--- config.mk ---
export PLATFORM = sky130hd
export DESIGN_NAME = mise_core
export DESIGN_NICKNAME = d
export VERILOG_FILES = /design/src/mise_pkg.sv /design/src/mise_alu.sv /design/src/mise_core.sv
export SDC_FILE = /design/constraint.sdc
export NUM_CORES = 1
export LEC_CHECK = 0
export BUFFER_PORTS_ARGS = -buffer_cell sky130_fd_sc_hd__clkbuf_2
export CORE_UTILIZATION = 40
export DETAILED_ROUTE_END_ITERATION = 6
export PLACE_DENSITY_LB_ADDON = 0.12
export SYNTH_ARGS = -nofsm -noshare
export SYNTH_HDL_FRONTEND = slang
export SYNTH_HIERARCHICAL = 1
export SYNTH_SLANG_ARGS = --single-unit
--- constraint.sdc ---
create_clock -name core_clk -period 2.4 [get_ports core_clk]
set_input_delay 0.48 -clock core_clk [delete_from_list [all_inputs] [get_ports core_clk]]
set_output_delay 0.48 -clock core_clk [all_outputs]
set_load 0.1 [all_outputs]
--- src/mise_pkg.sv ---
// Shared constants and types for the instruction-subset execution block
package mise_pkg;

  // ----------------------------------------------------------------
  // Widths
  // ----------------------------------------------------------------
  localparam int unsigned MISE_DATA_W = 8;
  localparam int unsigned MISE_FILE_W = 7;
  localparam int unsigned MISE_LIT_W = 11;
  localparam int unsigned MISE_PC_W = 13;
  localparam int unsigned MISE_APB_AW = 8;

  // ----------------------------------------------------------------
  // APB register offsets (byte addresses)
  // ----------------------------------------------------------------
  localparam logic [7:0] MISE_OFF_ACC = 8'h00;
  localparam logic [7:0] MISE_OFF_STATUS = 8'h04;
  localparam logic [7:0] MISE_OFF_ULATCH = 8'h08;
  localparam logic [7:0] MISE_OFF_PC = 8'h0c;

  // ----------------------------------------------------------------
  // Field positions
  // ----------------------------------------------------------------
  localparam int unsigned MISE_STAT_ZERO_BIT = 0;
  localparam int unsigned MISE_STAT_SQUASH_BIT = 1;
  localparam int unsigned MISE_ULATCH_HI = 4;
  localparam int unsigned MISE_ULATCH_LO = 3;

  // ----------------------------------------------------------------
  // Reset values
  // ----------------------------------------------------------------
  localparam logic [7:0] MISE_ACC_RST = 8'h00;
  localparam logic [7:0] MISE_ULATCH_RST = 8'h00;
  localparam logic [12:0] MISE_PC_RST = 13'h0000;
  localparam logic MISE_ZERO_RST = 1'b0;

  // ----------------------------------------------------------------
  // Decoded instruction codes and execution states
  // ----------------------------------------------------------------
  typedef enum logic [2:0] {
    OP_NOP,
    OP_CLEAR_FILE,
    OP_CLEAR_ACC,
    OP_DEC_FILE,
    OP_DEC_SKIP,
    OP_INC_SKIP,
    OP_JUMP_ABS,
    OP_OR_LIT_ACC
  } mise_op_t;

  typedef enum logic [0:0] {
    ST_IDLE,
    ST_EXEC
  } mise_state_t;

endpackage

--- src/mise_alu.sv ---
// Result, destination and flag decisions for one decoded instruction
`timescale 1ns/1ps
`default_nettype none

module mise_alu
  import mise_pkg::*;
(
  input wire mise_op_t op,
  input wire logic dest,
  input wire logic [7:0] file_val,
  input wire logic [7:0] acc_val,
  input wire logic [7:0] lit,
  output logic [7:0] result,
  output logic to_acc,
  output logic to_file,
  output logic upd_zero,
  output logic zero_val,
  output logic skip_next,
  output logic jump
);

  // ----------------------------------------------------------------
  // Per-instruction datapath
  // ----------------------------------------------------------------
  always_comb begin
    result = 8'h00;
    to_acc = 1'b0;
    to_file = 1'b0;
    upd_zero = 1'b0;
    skip_next = 1'b0;
    jump = 1'b0;
    case (op)
      OP_CLEAR_FILE: begin
        result = 8'h00;
        to_file = 1'b1;
        upd_zero = 1'b1;
      end
      OP_CLEAR_ACC: begin
        result = 8'h00;
        to_acc = 1'b1;
        upd_zero = 1'b1;
      end
      OP_DEC_FILE: begin
        result = file_val - 8'h01;
        to_acc = ~dest;
        to_file = dest;
        upd_zero = 1'b1;
      end
      OP_DEC_SKIP: begin
        result = file_val - 8'h01;
        to_acc = ~dest;
        to_file = dest;
        skip_next = (result == 8'h00);
      end
      OP_INC_SKIP: begin
        result = file_val + 8'h01;
        to_acc = ~dest;
        to_file = dest;
        skip_next = (result == 8'h00);
      end
      OP_JUMP_ABS: begin
        jump = 1'b1;
      end
      OP_OR_LIT_ACC: begin
        result = acc_val | lit;
        to_acc = 1'b1;
        upd_zero = 1'b1;
      end
      default: begin
        result = 8'h00;
      end
    endcase
  end

  // Zero flag value from the 8-bit result
  assign zero_val = (result == 8'h00);

endmodule

`default_nettype wire

--- src/mise_core.sv ---
// Execution unit for a subset of 8-bit core instructions, with APB access
//
// Local design decisions: the APB register port and the register offsets.
`timescale 1ns/1ps
`default_nettype none

module mise_core
  import mise_pkg::*;
(
  input wire logic core_clk,
  input wire logic rst_b,
  // Instruction issue
  input wire logic instr_valid,
  input wire mise_op_t instr_op,
  input wire logic [6:0] instr_file,
  input wire logic instr_dest,
  input wire logic [10:0] instr_lit,
  output logic instr_ready_q,
  // Data register file
  output logic [6:0] rf_addr_q,
  input wire logic [7:0] rf_rdata,
  output logic [7:0] rf_wdata_q,
  output logic rf_we_q,
  // Core state
  output logic [12:0] pc_q,
  output logic [7:0] acc_q,
  output logic zero_q,
  // APB slave
  input wire logic psel,
  input wire logic penable,
  input wire logic pwrite,
  input wire logic [7:0] paddr,
  input wire logic [31:0] pwdata,
  output logic [31:0] prdata_q,
  output logic pready_q,
  output logic pslverr_q
);

  // ----------------------------------------------------------------
  // Declarations
  // ----------------------------------------------------------------
  mise_state_t state_q, state_d;
  mise_op_t hold_op_q, hold_op_d;
  logic hold_dest_q, hold_dest_d;
  logic [10:0] hold_lit_q, hold_lit_d;
  logic squash_q, squash_d;
  logic instr_ready_d;
  logic [6:0] rf_addr_d;
  logic [7:0] rf_wdata_d;
  logic rf_we_d;
  logic [12:0] pc_d;
  logic [7:0] acc_d;
  logic zero_d;
  logic [7:0] ulatch_q, ulatch_d;
  logic [31:0] prdata_d;
  logic pready_d;
  logic pslverr_d;
  logic accept;
  logic exec;
  logic apb_wr;
  logic [7:0] alu_result;
  logic alu_to_acc, alu_to_file, alu_upd_zero, alu_zero, alu_skip, alu_jump;

  assign accept = instr_valid & instr_ready_q;
  assign exec = (state_q == ST_EXEC);
  assign apb_wr = psel & penable & pready_q & pwrite;

  // ----------------------------------------------------------------
  // Datapath for the held instruction
  // ----------------------------------------------------------------
  mise_alu u_alu (
    .op(hold_op_q),
    .dest(hold_dest_q),
    .file_val(rf_rdata),
    .acc_val(acc_q),
    .lit(hold_lit_q[7:0]),
    .result(alu_result),
    .to_acc(alu_to_acc),
    .to_file(alu_to_file),
    .upd_zero(alu_upd_zero),
    .zero_val(alu_zero),
    .skip_next(alu_skip),
    .jump(alu_jump)
  );

  // ----------------------------------------------------------------
  // Issue and execution sequencing
  // ----------------------------------------------------------------
  // Accept in idle, execute the cycle after; squashed slot runs as a no-op
  always_comb begin
    state_d = state_q;
    hold_op_d = hold_op_q;
    hold_dest_d = hold_dest_q;
    hold_lit_d = hold_lit_q;
    squash_d = squash_q;
    rf_addr_d = rf_addr_q;
    rf_wdata_d = rf_wdata_q;
    rf_we_d = 1'b0;
    pc_d = pc_q;
    case (state_q)
      ST_IDLE: begin
        if (accept) begin
          state_d = ST_EXEC;
          hold_op_d = squash_q ? OP_NOP : instr_op;
          hold_dest_d = instr_dest;
          hold_lit_d = instr_lit;
          rf_addr_d = instr_file;
        end
      end
      ST_EXEC: begin
        state_d = ST_IDLE;
        rf_we_d = alu_to_file;
        rf_wdata_d = alu_result;
        squash_d = alu_skip | alu_jump;
        if (alu_jump) begin
          pc_d = {ulatch_q[MISE_ULATCH_HI:MISE_ULATCH_LO], hold_lit_q};
        end else begin
          pc_d = pc_q + 13'h0001;
        end
      end
      default: begin
        state_d = ST_IDLE;
      end
    endcase
    instr_ready_d = (state_d == ST_IDLE);
  end

  // Sequencer registers
  always_ff @(posedge core_clk) begin
    if (!rst_b) begin
      state_q <= ST_IDLE;
      hold_op_q <= OP_NOP;
      hold_dest_q <= 1'b0;
      hold_lit_q <= 11'h000;
      squash_q <= 1'b0;
      instr_ready_q <= 1'b1;
      rf_addr_q <= 7'h00;
      rf_wdata_q <= 8'h00;
      rf_we_q <= 1'b0;
      pc_q <= MISE_PC_RST;
    end else begin
      state_q <= state_d;
      hold_op_q <= hold_op_d;
      hold_dest_q <= hold_dest_d;
      hold_lit_q <= hold_lit_d;
      squash_q <= squash_d;
      instr_ready_q <= instr_ready_d;
      rf_addr_q <= rf_addr_d;
      rf_wdata_q <= rf_wdata_d;
      rf_we_q <= rf_we_d;
      pc_q <= pc_d;
    end
  end

  // ----------------------------------------------------------------
  // Accumulator, zero flag and upper latch
  // ----------------------------------------------------------------
  // Software writes first; an executing instruction overrides them
  always_comb begin
    acc_d = acc_q;
    zero_d = zero_q;
    ulatch_d = ulatch_q;
    if (apb_wr) begin
      case (paddr)
        MISE_OFF_ACC: acc_d = pwdata[7:0];
        MISE_OFF_STATUS: zero_d = pwdata[MISE_STAT_ZERO_BIT];
        MISE_OFF_ULATCH: ulatch_d = pwdata[7:0];
        default: acc_d = acc_q;
      endcase
    end
    if (exec && alu_to_acc) begin
      acc_d = alu_result;
    end
    if (exec && alu_upd_zero) begin
      zero_d = alu_zero;
    end
  end

  // Architectural state registers
  always_ff @(posedge core_clk) begin
    if (!rst_b) begin
      acc_q <= MISE_ACC_RST;
      zero_q <= MISE_ZERO_RST;
      ulatch_q <= MISE_ULATCH_RST;
    end else begin
      acc_q <= acc_d;
      zero_q <= zero_d;
      ulatch_q <= ulatch_d;
    end
  end

  // ----------------------------------------------------------------
  // APB slave
  // ----------------------------------------------------------------
  // Ready one cycle into the access phase, read data captured alongside
  always_comb begin
    pready_d = 1'b0;
    pslverr_d = 1'b0;
    prdata_d = prdata_q;
    if (psel && penable && !pready_q) begin
      pready_d = 1'b1;
      prdata_d = 32'h0000_0000;
      case (paddr)
        MISE_OFF_ACC: prdata_d[7:0] = acc_q;
        MISE_OFF_STATUS: begin
          prdata_d[MISE_STAT_ZERO_BIT] = zero_q;
          prdata_d[MISE_STAT_SQUASH_BIT] = squash_q;
        end
        MISE_OFF_ULATCH: prdata_d[7:0] = ulatch_q;
        MISE_OFF_PC: prdata_d[12:0] = pc_q;
        default: pslverr_d = 1'b1;
      endcase
    end
  end

  // Bus answer registers
  always_ff @(posedge core_clk) begin
    if (!rst_b) begin
      pready_q <= 1'b0;
      pslverr_q <= 1'b0;
      prdata_q <= 32'h0000_0000;
    end else begin
      pready_q <= pready_d;
      pslverr_q <= pslverr_d;
      prdata_q <= prdata_d;
    end
  end

  // ----------------------------------------------------------------
  // Checks
  // ----------------------------------------------------------------
  clear_file_a: assert property (
    @(posedge core_clk) disable iff (!rst_b)
    exec && hold_op_q == OP_CLEAR_FILE |=> rf_we_q && rf_wdata_q == 8'h00 && zero_q)
    else $error("clear file did not write zero or set zero flag");

  dec_file_a: assert property (
    @(posedge core_clk) disable iff (!rst_b)
    exec && hold_op_q == OP_DEC_FILE |=>
      ($past(hold_dest_q) ? (rf_we_q && rf_wdata_q == 8'($past(rf_rdata) - 8'h01))
                          : (acc_q == 8'($past(rf_rdata) - 8'h01) && !rf_we_q))
      && zero_q == ($past(rf_rdata) == 8'h01))
    else $error("decrement result or zero flag wrong");

  clear_acc_a: assert property (
    @(posedge core_clk) disable iff (!rst_b)
    exec && hold_op_q == OP_CLEAR_ACC |=> acc_q == 8'h00 && zero_q && !rf_we_q)
    else $error("clear accumulator failed");

  dec_skip_dest_a: assert property (
    @(posedge core_clk) disable iff (!rst_b)
    exec && hold_op_q == OP_DEC_SKIP && !hold_dest_q && !apb_wr |=>
      acc_q == 8'($past(rf_rdata) - 8'h01) && $stable(zero_q) && !rf_we_q)
    else $error("decrement-skip routing or flag wrong");

  dec_skip_sq_a: assert property (
    @(posedge core_clk) disable iff (!rst_b)
    exec && hold_op_q == OP_DEC_SKIP |=> squash_q == ($past(rf_rdata) == 8'h01))
    else $error("decrement-skip squash decision wrong");

  inc_skip_a: assert property (
    @(posedge core_clk) disable iff (!rst_b)
    exec && hold_op_q == OP_INC_SKIP && !apb_wr |=>
      squash_q == ($past(rf_rdata) == 8'hff) && $stable(zero_q))
    else $error("increment-skip squash or flag wrong");

  jump_pc_a: assert property (
    @(posedge core_clk) disable iff (!rst_b)
    exec && hold_op_q == OP_JUMP_ABS |=>
      pc_q == {$past(ulatch_q[4:3]), $past(hold_lit_q)})
    else $error("jump target wrong");

  jump_flush_a: assert property (
    @(posedge core_clk) disable iff (!rst_b)
    exec && hold_op_q == OP_JUMP_ABS && !apb_wr |=>
      squash_q && $stable(zero_q) && $stable(acc_q) && !rf_we_q)
    else $error("jump altered state or did not arm the discard");

  or_lit_a: assert property (
    @(posedge core_clk) disable iff (!rst_b)
    exec && hold_op_q == OP_OR_LIT_ACC |=>
      acc_q == ($past(acc_q) | $past(hold_lit_q[7:0])) && zero_q == (acc_q == 8'h00))
    else $error("or literal result or zero flag wrong");

  zero_flag_a: assert property (
    @(posedge core_clk) disable iff (!rst_b)
    exec && hold_op_q == OP_DEC_FILE |=>
      zero_q == (($past(hold_dest_q) ? rf_wdata_q : acc_q) == 8'h00))
    else $error("zero flag does not follow the result");

  squash_nop_a: assert property (
    @(posedge core_clk) disable iff (!rst_b)
    accept && squash_q |=> hold_op_q == OP_NOP ##1 !rf_we_q && $stable(acc_q) && !squash_q)
    else $error("squashed slot had an effect");

endmodule

`default_nettype wire

# == Yosys cells after proc, flatten, opt, wreduce, memory -nomap -nowiden ==
# Cells that the tools add are included.
# word_totals
elab_cells,83
in_bits,76
regBits,79
out_inout_bits,73
# classes
n_eq_ne,10
mux,21
n_reduce_logical,24
n_bitwise,9
addsub,3
# ops
op,n
$logic_not 8->1,4
$mux 8,3
$pmux 8 s3,1
$pmux 6 s3,1
$eq 8x4->1 const B,2
$add 13x1->13 const B,1
$mux 13,1
$eq 3x3->1 const B,4
$reduce_and 2->1,6
$add 8x1->8 const B,1
$eq 8x3->1 const B,1
$mux 1,8
$or 8x8->8,1
$pmux 1 s2,4
$pmux 2 s4,1
$reduce_bool 2->1,4
$reduce_or 4->1,2
$sub 8x1->8 const B,1
$eq 3x2->1 const B,2
$mux 5,1
$and 1x1->1,4
$logic_and 1x1->1,4
$reduce_or 2->1,2
$eq 3x1->1 const B,1
other kinds (5),7

# == Logic depth before layout (Yosys ltp) ==
# Gate-level depths: netlist (run 1).
# depth
word_depth,6
ltp_mapped,10
depth_no_buf,9

# == Hierarchy ==
# Netlist (run 1), hierarchy kept.
# by_module_without_submodules
mod,n_inst,seq_area_each_um2,cells_each,area_each_um2
mise_core,1,1581.5,360,3532.1
mise_alu,1,0.0,117,752.0

# == Worst setup path before layout (run 1) ==
# No wires, ideal clock.
# synth_path
path_type,flip-flop to flip-flop
start,reg pc_q[0]
end,reg pc_q[12]
setup_slack_ns,0.137
setup_time_ns,0.127
arrival_ns,2.136
path_buffers,0
required_ns,2.273
period_less_slack_ns,2.263
stages_incl_launch_ff,6
path_cell_list,dfxtp_1 -> ha_1 -> nand3_1 -> nor4_1 -> mux2i_1 -> a21boi_0
# synth_between
elab_chain_len,2
# synth_lines
element,line_no,rtl
from (decl),mise_core.sv:25,"output logic [12:0] pc_q,"
from (signal assigned),mise_core.sv:151,pc_q <= pc_d;
$add 13x1->13,mise_core.sv:118,pc_d = pc_q + 13'h0001;
$mux 13,mise_core.sv:115,if (alu_jump) begin
# No other way between the ends.
# A chain may end at the register's enable or synchronous reset.

# == Worst setup path in the final report (run 1) ==
# layout_path
start,reg hold_op_q[2]
end,reg zero_q
# layout_between
elab_cells_between_ends,16
cone_classes,6 x eq/ne; 3 x mux; 7 x reduce/logical
# layout_lines
element,line_no,rtl
from (decl),mise_core.sv:43,"mise_op_t hold_op_q, hold_op_d;"
from (signal assigned),mise_core.sv:143,hold_op_q <= hold_op_d;
$eq 3x2->1 / $eq 3x3->1 (equally long branches),mise_alu.sv:32,case (op)
$reduce_or 2->1 (no source line),-,
$pmux 8 s3 *,mise_alu.sv:32,
via alu_result[7],mise_core.sv:61,logic [7:0] alu_result;
$logic_not 8->1 *,mise_alu.sv:76,assign zero_val = (result == 8'h00);
via alu_zero,mise_core.sv:62,"logic alu_to_acc, alu_to_file, alu_upd_zero, alu_zero, alu_skip, alu_jump;"
$mux 1 *,mise_core.sv:174,if (exec && alu_upd_zero) begin
to (signal assigned),mise_core.sv:187,zero_q <= zero_d;
to (decl),mise_core.sv:27,"output logic zero_q,"
# Mark *: on every way through the listed nets, which the timed path passes. The rest lies on a longest branch.

==> impl_metrics.yaml, run 1 <==
outcome:
  run_status: "finished, final reports clean"
worst_setup_path:
  reg2reg_end: "zero_q"
  critical_path.startpoint_type: "register"
  critPathTopFamily: "compound AO/OA/AOI/OAI gates"
  worstSetupEndpointType: "register"
  r2r_start: "hold_op_q[2]"
  timing.reg2reg.worst_path_depth: 9
  worstPathArrival_ps: 2330
  critical_path.max_fanout: 10
  r2r_setup_slack_ps: 310
  criticalPathCategory: "reg2reg"
  cpPeakStageDelay_ps: 410
  path_cells: "buf_4, nor2b_1, nand2_1, o221a_1, o22ai_1, or3_1, nor4_2, o21ai_0, a21oi_1"
  critPathSlowestCell: "dfxtp_1"
  worstPathRequired_ps: 2650
  timing.critical_path.buf_inv: 1
logic_synthesis:
  synth_seq_area_share: 0.369
  synth_seq_cells: 79
  synth_warn: 6
  post_synth_main_area_contributors: "dfxtp_1, mux2i_1, a22o_1"
  yosysUniqueCellTypes: 59
  ys_async_sr_fraction: 0
  syn-cell-area_sq_mm: 0.00428
  netlist.area_leader.share: 0.369
  postSynthAreaPerCell_sq_um: 8.98
  synth-edff-count: 0
  synth.largest_area_cell: "dfxtp_1"
  ys.flop_type: "dfxtp_1"
  netlist_instances: 477
global_routing:
  groute.usage.overall: 0.213
  grt_pass1_wl_mm: 18.5
  first_global_vias: 3596
  initial_antenna_violation_count: 0
  largest_net_degree_at_the_start_of_global_routing: 43
  overflow: 0
clock_tree:
  clkSinkCount: 79
  root_buffer: "clkbuf_8"
  cts-htree-levels: 3
  postCtsHoldBufs: 0
  cts_buffers: 9
  cts_resized: 0
  clk_pin_slew_worst_paths_ps: 100
  post_cts_setup_inserts: 0
  clock_latency_ps: 370
  clock_path_buffers: 2
  cts_tree: "done"
sta:
  worst_slew_pin_slew_ps: 812
  hold_ws_ps: 315
  hold_violation_count_in_the_final_report: 0
  period_minus_slack_ps: 2090
  final.period_utilization: 0.869
  maxSlewHeadroom: 0.458
  max_freq_mhz: 479
  rsz_0062_raised_after_global_routing: "false"
  worst_slack_ps: 314
  setup-violations-final: 0
  fin_setup_tns_ps: 0
  timing_max_transition_violations_final: 0
  finClkSkew_ps: 13.9
floorplanning:
  placement_rows: 37
  fp.dieW_um: 105
  floorplan.die.height_um: 105
  core_area_sq_mm: 0.0104
  start_util: 0.413
  ports_placed_on_the_boundary: 149
  fp.dieArea_sq_mm: 0.0111
power:
  switching_power_mw: 1.09
  leakage_nw: 2.32
  power.switching_fraction: 0.338
  worst_ir_drop_vdd_v: 0.000324
  power_density_mw_per_mm2: 623
  power_frac_comb: 0.202
  total_chip_power_mw: 3.22
  share_clk_of_total_power: 0.363
  share_seq_of_total_power: 0.435
  cell_internal_pwr_mw: 2.13
flow_run:
  max_cap_viol_count: 0
finish:
  drive_gt1_frac: 0.284
  most_frequent_cells_in_the_layout: "clkbuf_2, dfxtp_1, nor2_1, nand2_1, mux2i_1"
  final_net_count: 665
  final_core_util: 0.498
  insertedDiodeCount: 0
  mostFrequentLayoutCell: "clkbuf_2"
  syn_to_final_growth_pct: 20.6
placement:
  port-buffer-count: 105
  detailedPlacementHpwl_mm: 8.92
  finalWeightedCongestion: 0.808
  place_worst_setup_slack_ps: 52.7
drt:
  iteration_count_of_the_initial_detailed_routing_pass: 5
  dr_total_vias: 3879
  first_iter_violations: 207
  drtAntennaViolNets: 0
  routedWlPerCell_um: 16.4
  wirelength_mm: 11.9
  vias_per_cell: 5.35
  drcViolationCount: 0
worst_hold_path:
  min_to: "rf_addr_q[3]"
  worst_hold_path.num_cells: 2
  hold_path_class: "in2reg"
  source_of_the_worst_hold_timing_path: "instr_file[3]"
## worst reg2reg max path, cell delays in order (launching register included)
cell and delay, ps:
dfxtp_1 410, buf_4 200, nor2b_1 340, nand2_1 130
o221a_1 270, o22ai_1 210, or3_1 160, nor4_2 40
o21ai_0 170, a21oi_1 50
## through the flow
step / std cells / instance area [sq um]
2_1_floorplan: 495 / 4350
3_3_place_gp: 709 / 4930
3_5_place_dp: 709 / 4930
4_1_cts: 725 / 5160
5_1_grt: 725 / 5160
6_report: 725 / 5160
## sequential cells by signal, summed over array words and instances (netlist names)
| signal | cells |
|---|---|
| hold_lit_q | 11 |
| instr_ready_q | 1 |
| rf_wdata_q | 8 |
| rf_we_q | 1 |
| rf_addr_q | 7 |
| zero_q | 1 |
| squash_q | 1 |
| acc_q | 8 |
| pready_q | 1 |
| hold_dest_q | 1 |
| exec | 1 |
| hold_op_q | 3 |
| pslverr_q | 1 |
| pc_q | 13 |
| ulatch_q | 8 |
| prdata_q | 13 |
## cell families after synthesis
logic type      after synthesis  synth area share
flops                        79             0.369
xor+xnor                      8            0.0164
other cells                   1          0.000875
simple gates                161             0.207
fa+ha+maj                     5            0.0146
buf+inv                      59            0.0771
mux                          38            0.0964
compound gates              126             0.218
## worst max path at each step
stage	depth (start not counted)	slack, ps	end	startpoint
after global routing	9	150	zero_q	hold_op_q[2]
after global placement	8	70	zero_q	rf_rdata[0]
after floorplan	5	140	pc_q[12]	pc_q[0]
final	9	310	zero_q	hold_op_q[2]
after detailed placement	8	50	zero_q	rf_rdata[0]
after CTS	8	320	zero_q	hold_op_q[2]
## metal layers
metal  GRT usage  wire length (um)
met1       0.298              5750
met2       0.329              5220
met3      0.0482               726
met4      0.0585               174
met5           0                 0
## synth_stat cells, drive strengths merged, types with 3 or more instances
| master | number |
|---|---|
| dfxtp | 79 |
| nor2 | 36 |
| nand2 | 35 |
| buf | 32 |
| mux2i | 30 |
| nor2b | 29 |
| a22o | 25 |
| o21ai | 24 |
| a22oi | 21 |
| clkbuf | 18 |
| a21oi | 13 |
| nand3 | 12 |
| inv | 9 |
| o211a | 9 |
| nor4 | 8 |
| a21boi | 6 |
| mux2 | 6 |
| nor3 | 6 |
| and2 | 5 |
| and3 | 5 |
| ha | 5 |
| nand4 | 5 |
| o22ai | 5 |
| xor2 | 5 |
| nand2b | 4 |
| a211oi | 3 |
| nor3b | 3 |
| o21a | 3 |
| or2 | 3 |
| xnor2 | 3 |
## final cells by class
type | count | area, sq um
multi-input cells | 357 | 2440
inverters | 9 | 33.8
clock inverters | 7 | 113
repair buffers | 128 | 698
clock buffers | 9 | 124
fillers | 1024 | 5200
flip-flops and latches | 79 | 1580
well taps | 136 | 170
## power by group through the flow
stage | clock network [mW] | registers (mW) | logic, mW
floorplan | 0 | 1.57 | 0.378
global placement | 0 | 1.43 | 0.642
detailed placement | 0 | 1.43 | 0.650
CTS | 1.19 | 1.40 | 0.650
global route | 1.25 | 1.41 | 0.689
finish | 1.17 | 1.40 | 0.652
No activity file was read; power rests on OpenSTA's default activity.
==> run 2, diff against run 1 <==
==> constraint.sdc (replaced) <==
create_clock -name core_clk -period 2.5 [get_ports core_clk]
set_input_delay 0.5 -clock core_clk [delete_from_list [all_inputs] [get_ports core_clk]]
set_output_delay 0.5 -clock core_clk [all_outputs]
set_load 0.1 [all_outputs]
==> run 2 against run 1 <==
  * Hold slack improved by 40 ps
  * Clock-buffer cell count unchanged
  * First-iteration DRC count rose by 13%
  * Register-to-register slack improved by 70 ps
  * Largest cell class unchanged
  * Largest power group unchanged
==> impl_metrics.yaml, run 2 (synthesis results as in run 1) <==
outcome:
  run_status: "finished, final reports clean"
global_routing:
  largest_net_degree_at_the_start_of_global_routing: 53
  initial_antenna_violation_count: 0
  grt_pass1_wl_mm: 18.1
  groute.usage.overall: 0.208
  first_global_vias: 3474
  overflow: 0
worst_setup_path:
  critPathSlowestCell: "or3_1"
  critPathTopFamily: "simple AND/OR/NAND/NOR gates"
  worstSetupEndpointType: "register"
  critical_path.max_fanout: 6
  worstPathArrival_ps: 2400
  path_cells: "or3b_1, nand2_4, a221oi_1, o22ai_1, or3_1, nor4_2, o21ai_0, a21oi_1"
  worstPathRequired_ps: 2780
  critical_path.startpoint_type: "register"
  criticalPathCategory: "reg2reg"
  r2r_setup_slack_ps: 380
  cpPeakStageDelay_ps: 390
  timing.critical_path.buf_inv: 0
floorplanning:
  ports_placed_on_the_boundary: 149
  start_util: 0.413
  fp.dieArea_sq_mm: 0.0111
  core_area_sq_mm: 0.0104
  fp.dieW_um: 105
  placement_rows: 37
  floorplan.die.height_um: 105
clock_tree:
  cts_resized: 0
  root_buffer: "clkbuf_8"
  clock_latency_ps: 350
  cts_buffers: 9
  clkSinkCount: 79
  cts_tree: "done"
  clk_pin_slew_worst_paths_ps: 90
  clock_path_buffers: 2
  cts-htree-levels: 3
  postCtsHoldBufs: 0
  post_cts_setup_inserts: 0
sta:
  hold_violation_count_in_the_final_report: 0
  final.period_utilization: 0.848
  maxSlewHeadroom: 0.214
  worst_slack_ps: 380
  timing_max_transition_violations_final: 0
  setup-violations-final: 0
  max_freq_mhz: 472
  finClkSkew_ps: 8.98
  period_minus_slack_ps: 2120
  worst_slew_pin_slew_ps: 1170
  fin_setup_tns_ps: 0
  rsz_0062_raised_after_global_routing: "false"
drt:
  iteration_count_of_the_initial_detailed_routing_pass: 5
  drcViolationCount: 0
  drtAntennaViolNets: 0
  first_iter_violations: 234
  vias_per_cell: 5.39
  routedWlPerCell_um: 16.1
  wirelength_mm: 11.6
  dr_total_vias: 3879
power:
  switching_power_mw: 1.03
  cell_internal_pwr_mw: 2.04
  share_clk_of_total_power: 0.361
  power_density_mw_per_mm2: 600
  power_frac_comb: 0.203
  leakage_nw: 2.29
  power.switching_fraction: 0.335
  share_seq_of_total_power: 0.436
  total_chip_power_mw: 3.07
  worst_ir_drop_vdd_v: 0.000296
finish:
  final_net_count: 659
  reg_top3: "pc_q: 13 flops, prdata_q: 13 flops, hold_lit_q: 11 flops"
  most_frequent_cells_in_the_layout: "clkbuf_2, dfxtp_1, nor2_1, nand2_1, mux2i_1"
  drive_gt1_frac: 0.276
  syn_to_final_growth_pct: 19.5
  mostFrequentLayoutCell: "clkbuf_2"
  final_core_util: 0.494
  insertedDiodeCount: 0
placement:
  port-buffer-count: 105
  place_worst_setup_slack_ps: 60.7
  finalWeightedCongestion: 0.837
  detailedPlacementHpwl_mm: 8.90
flow_run:
  max_cap_viol_count: 0
worst_hold_path:
  hold_path_class: "in2reg"
run 2: changes by cell type in the layout (fill, tap and decap cells not counted):
cell and change:
buf_4 -6
run 2: final cells by class:
| cell class | instances | area [sq um] |
|---|---|---|
| Sequential cell | 79 | 1580 |
| Clock inverter | 7 | 113 |
| Tap cell | 136 | 170 |
| Timing Repair Buffer | 122 | 653 |
| Inverter | 9 | 33.8 |
| Multi-Input combinational cell | 357 | 2440 |
| Fill cell | 1031 | 5250 |
| Clock buffer | 9 | 124 |
run 2: power groups by stage:
stage | Clock [mW] | Sequential (mW) | Combinational, mW
5_1_grt | 1.20 | 1.34 | 0.660
2_1_floorplan | 0 | 1.50 | 0.363
6_report | 1.11 | 1.34 | 0.624
3_5_place_dp | 0 | 1.37 | 0.623
3_3_place_gp | 0 | 1.37 | 0.618
4_1_cts | 1.14 | 1.34 | 0.624
run 2: metrics by stage:
stage | area (sq um) | std cells | hold WS, ps
CTS | 5120 | 719 | 333
global route | 5120 | 719 | 329
finish | 5120 | 719 | 355
floorplan | 4350 | 495 | 444
detailed placement | 4880 | 703 | 444
global placement | 4880 | 703 | 438
run 2: final timing paths:
path | from | to | cells past startpoint
setup / recovery | hold_op_q[2] | zero_q | 8
hold reg to reg | prdata_q[3] | prdata_q[3] | 2
setup reg to reg | hold_op_q[2] | zero_q | 8
hold / removal | instr_file[0] | rf_addr_q[0] | 2
run 2: metal layers:
metal,global-route usage,routed length [um]
met1,0.290,5620
met2,0.309,5020
met3,0.0476,671
met4,0.0823,285
met5,0,0
run 2: worst register-to-register path, delay by kind of cell (launching register included):
| kind | cells | cell delay (ps) |
|---|---|---|
| and+or+nand+nor | 4 | 970 |
| DFF | 1 | 360 |
| AOI/OAI and AO/OA | 4 | 740 |
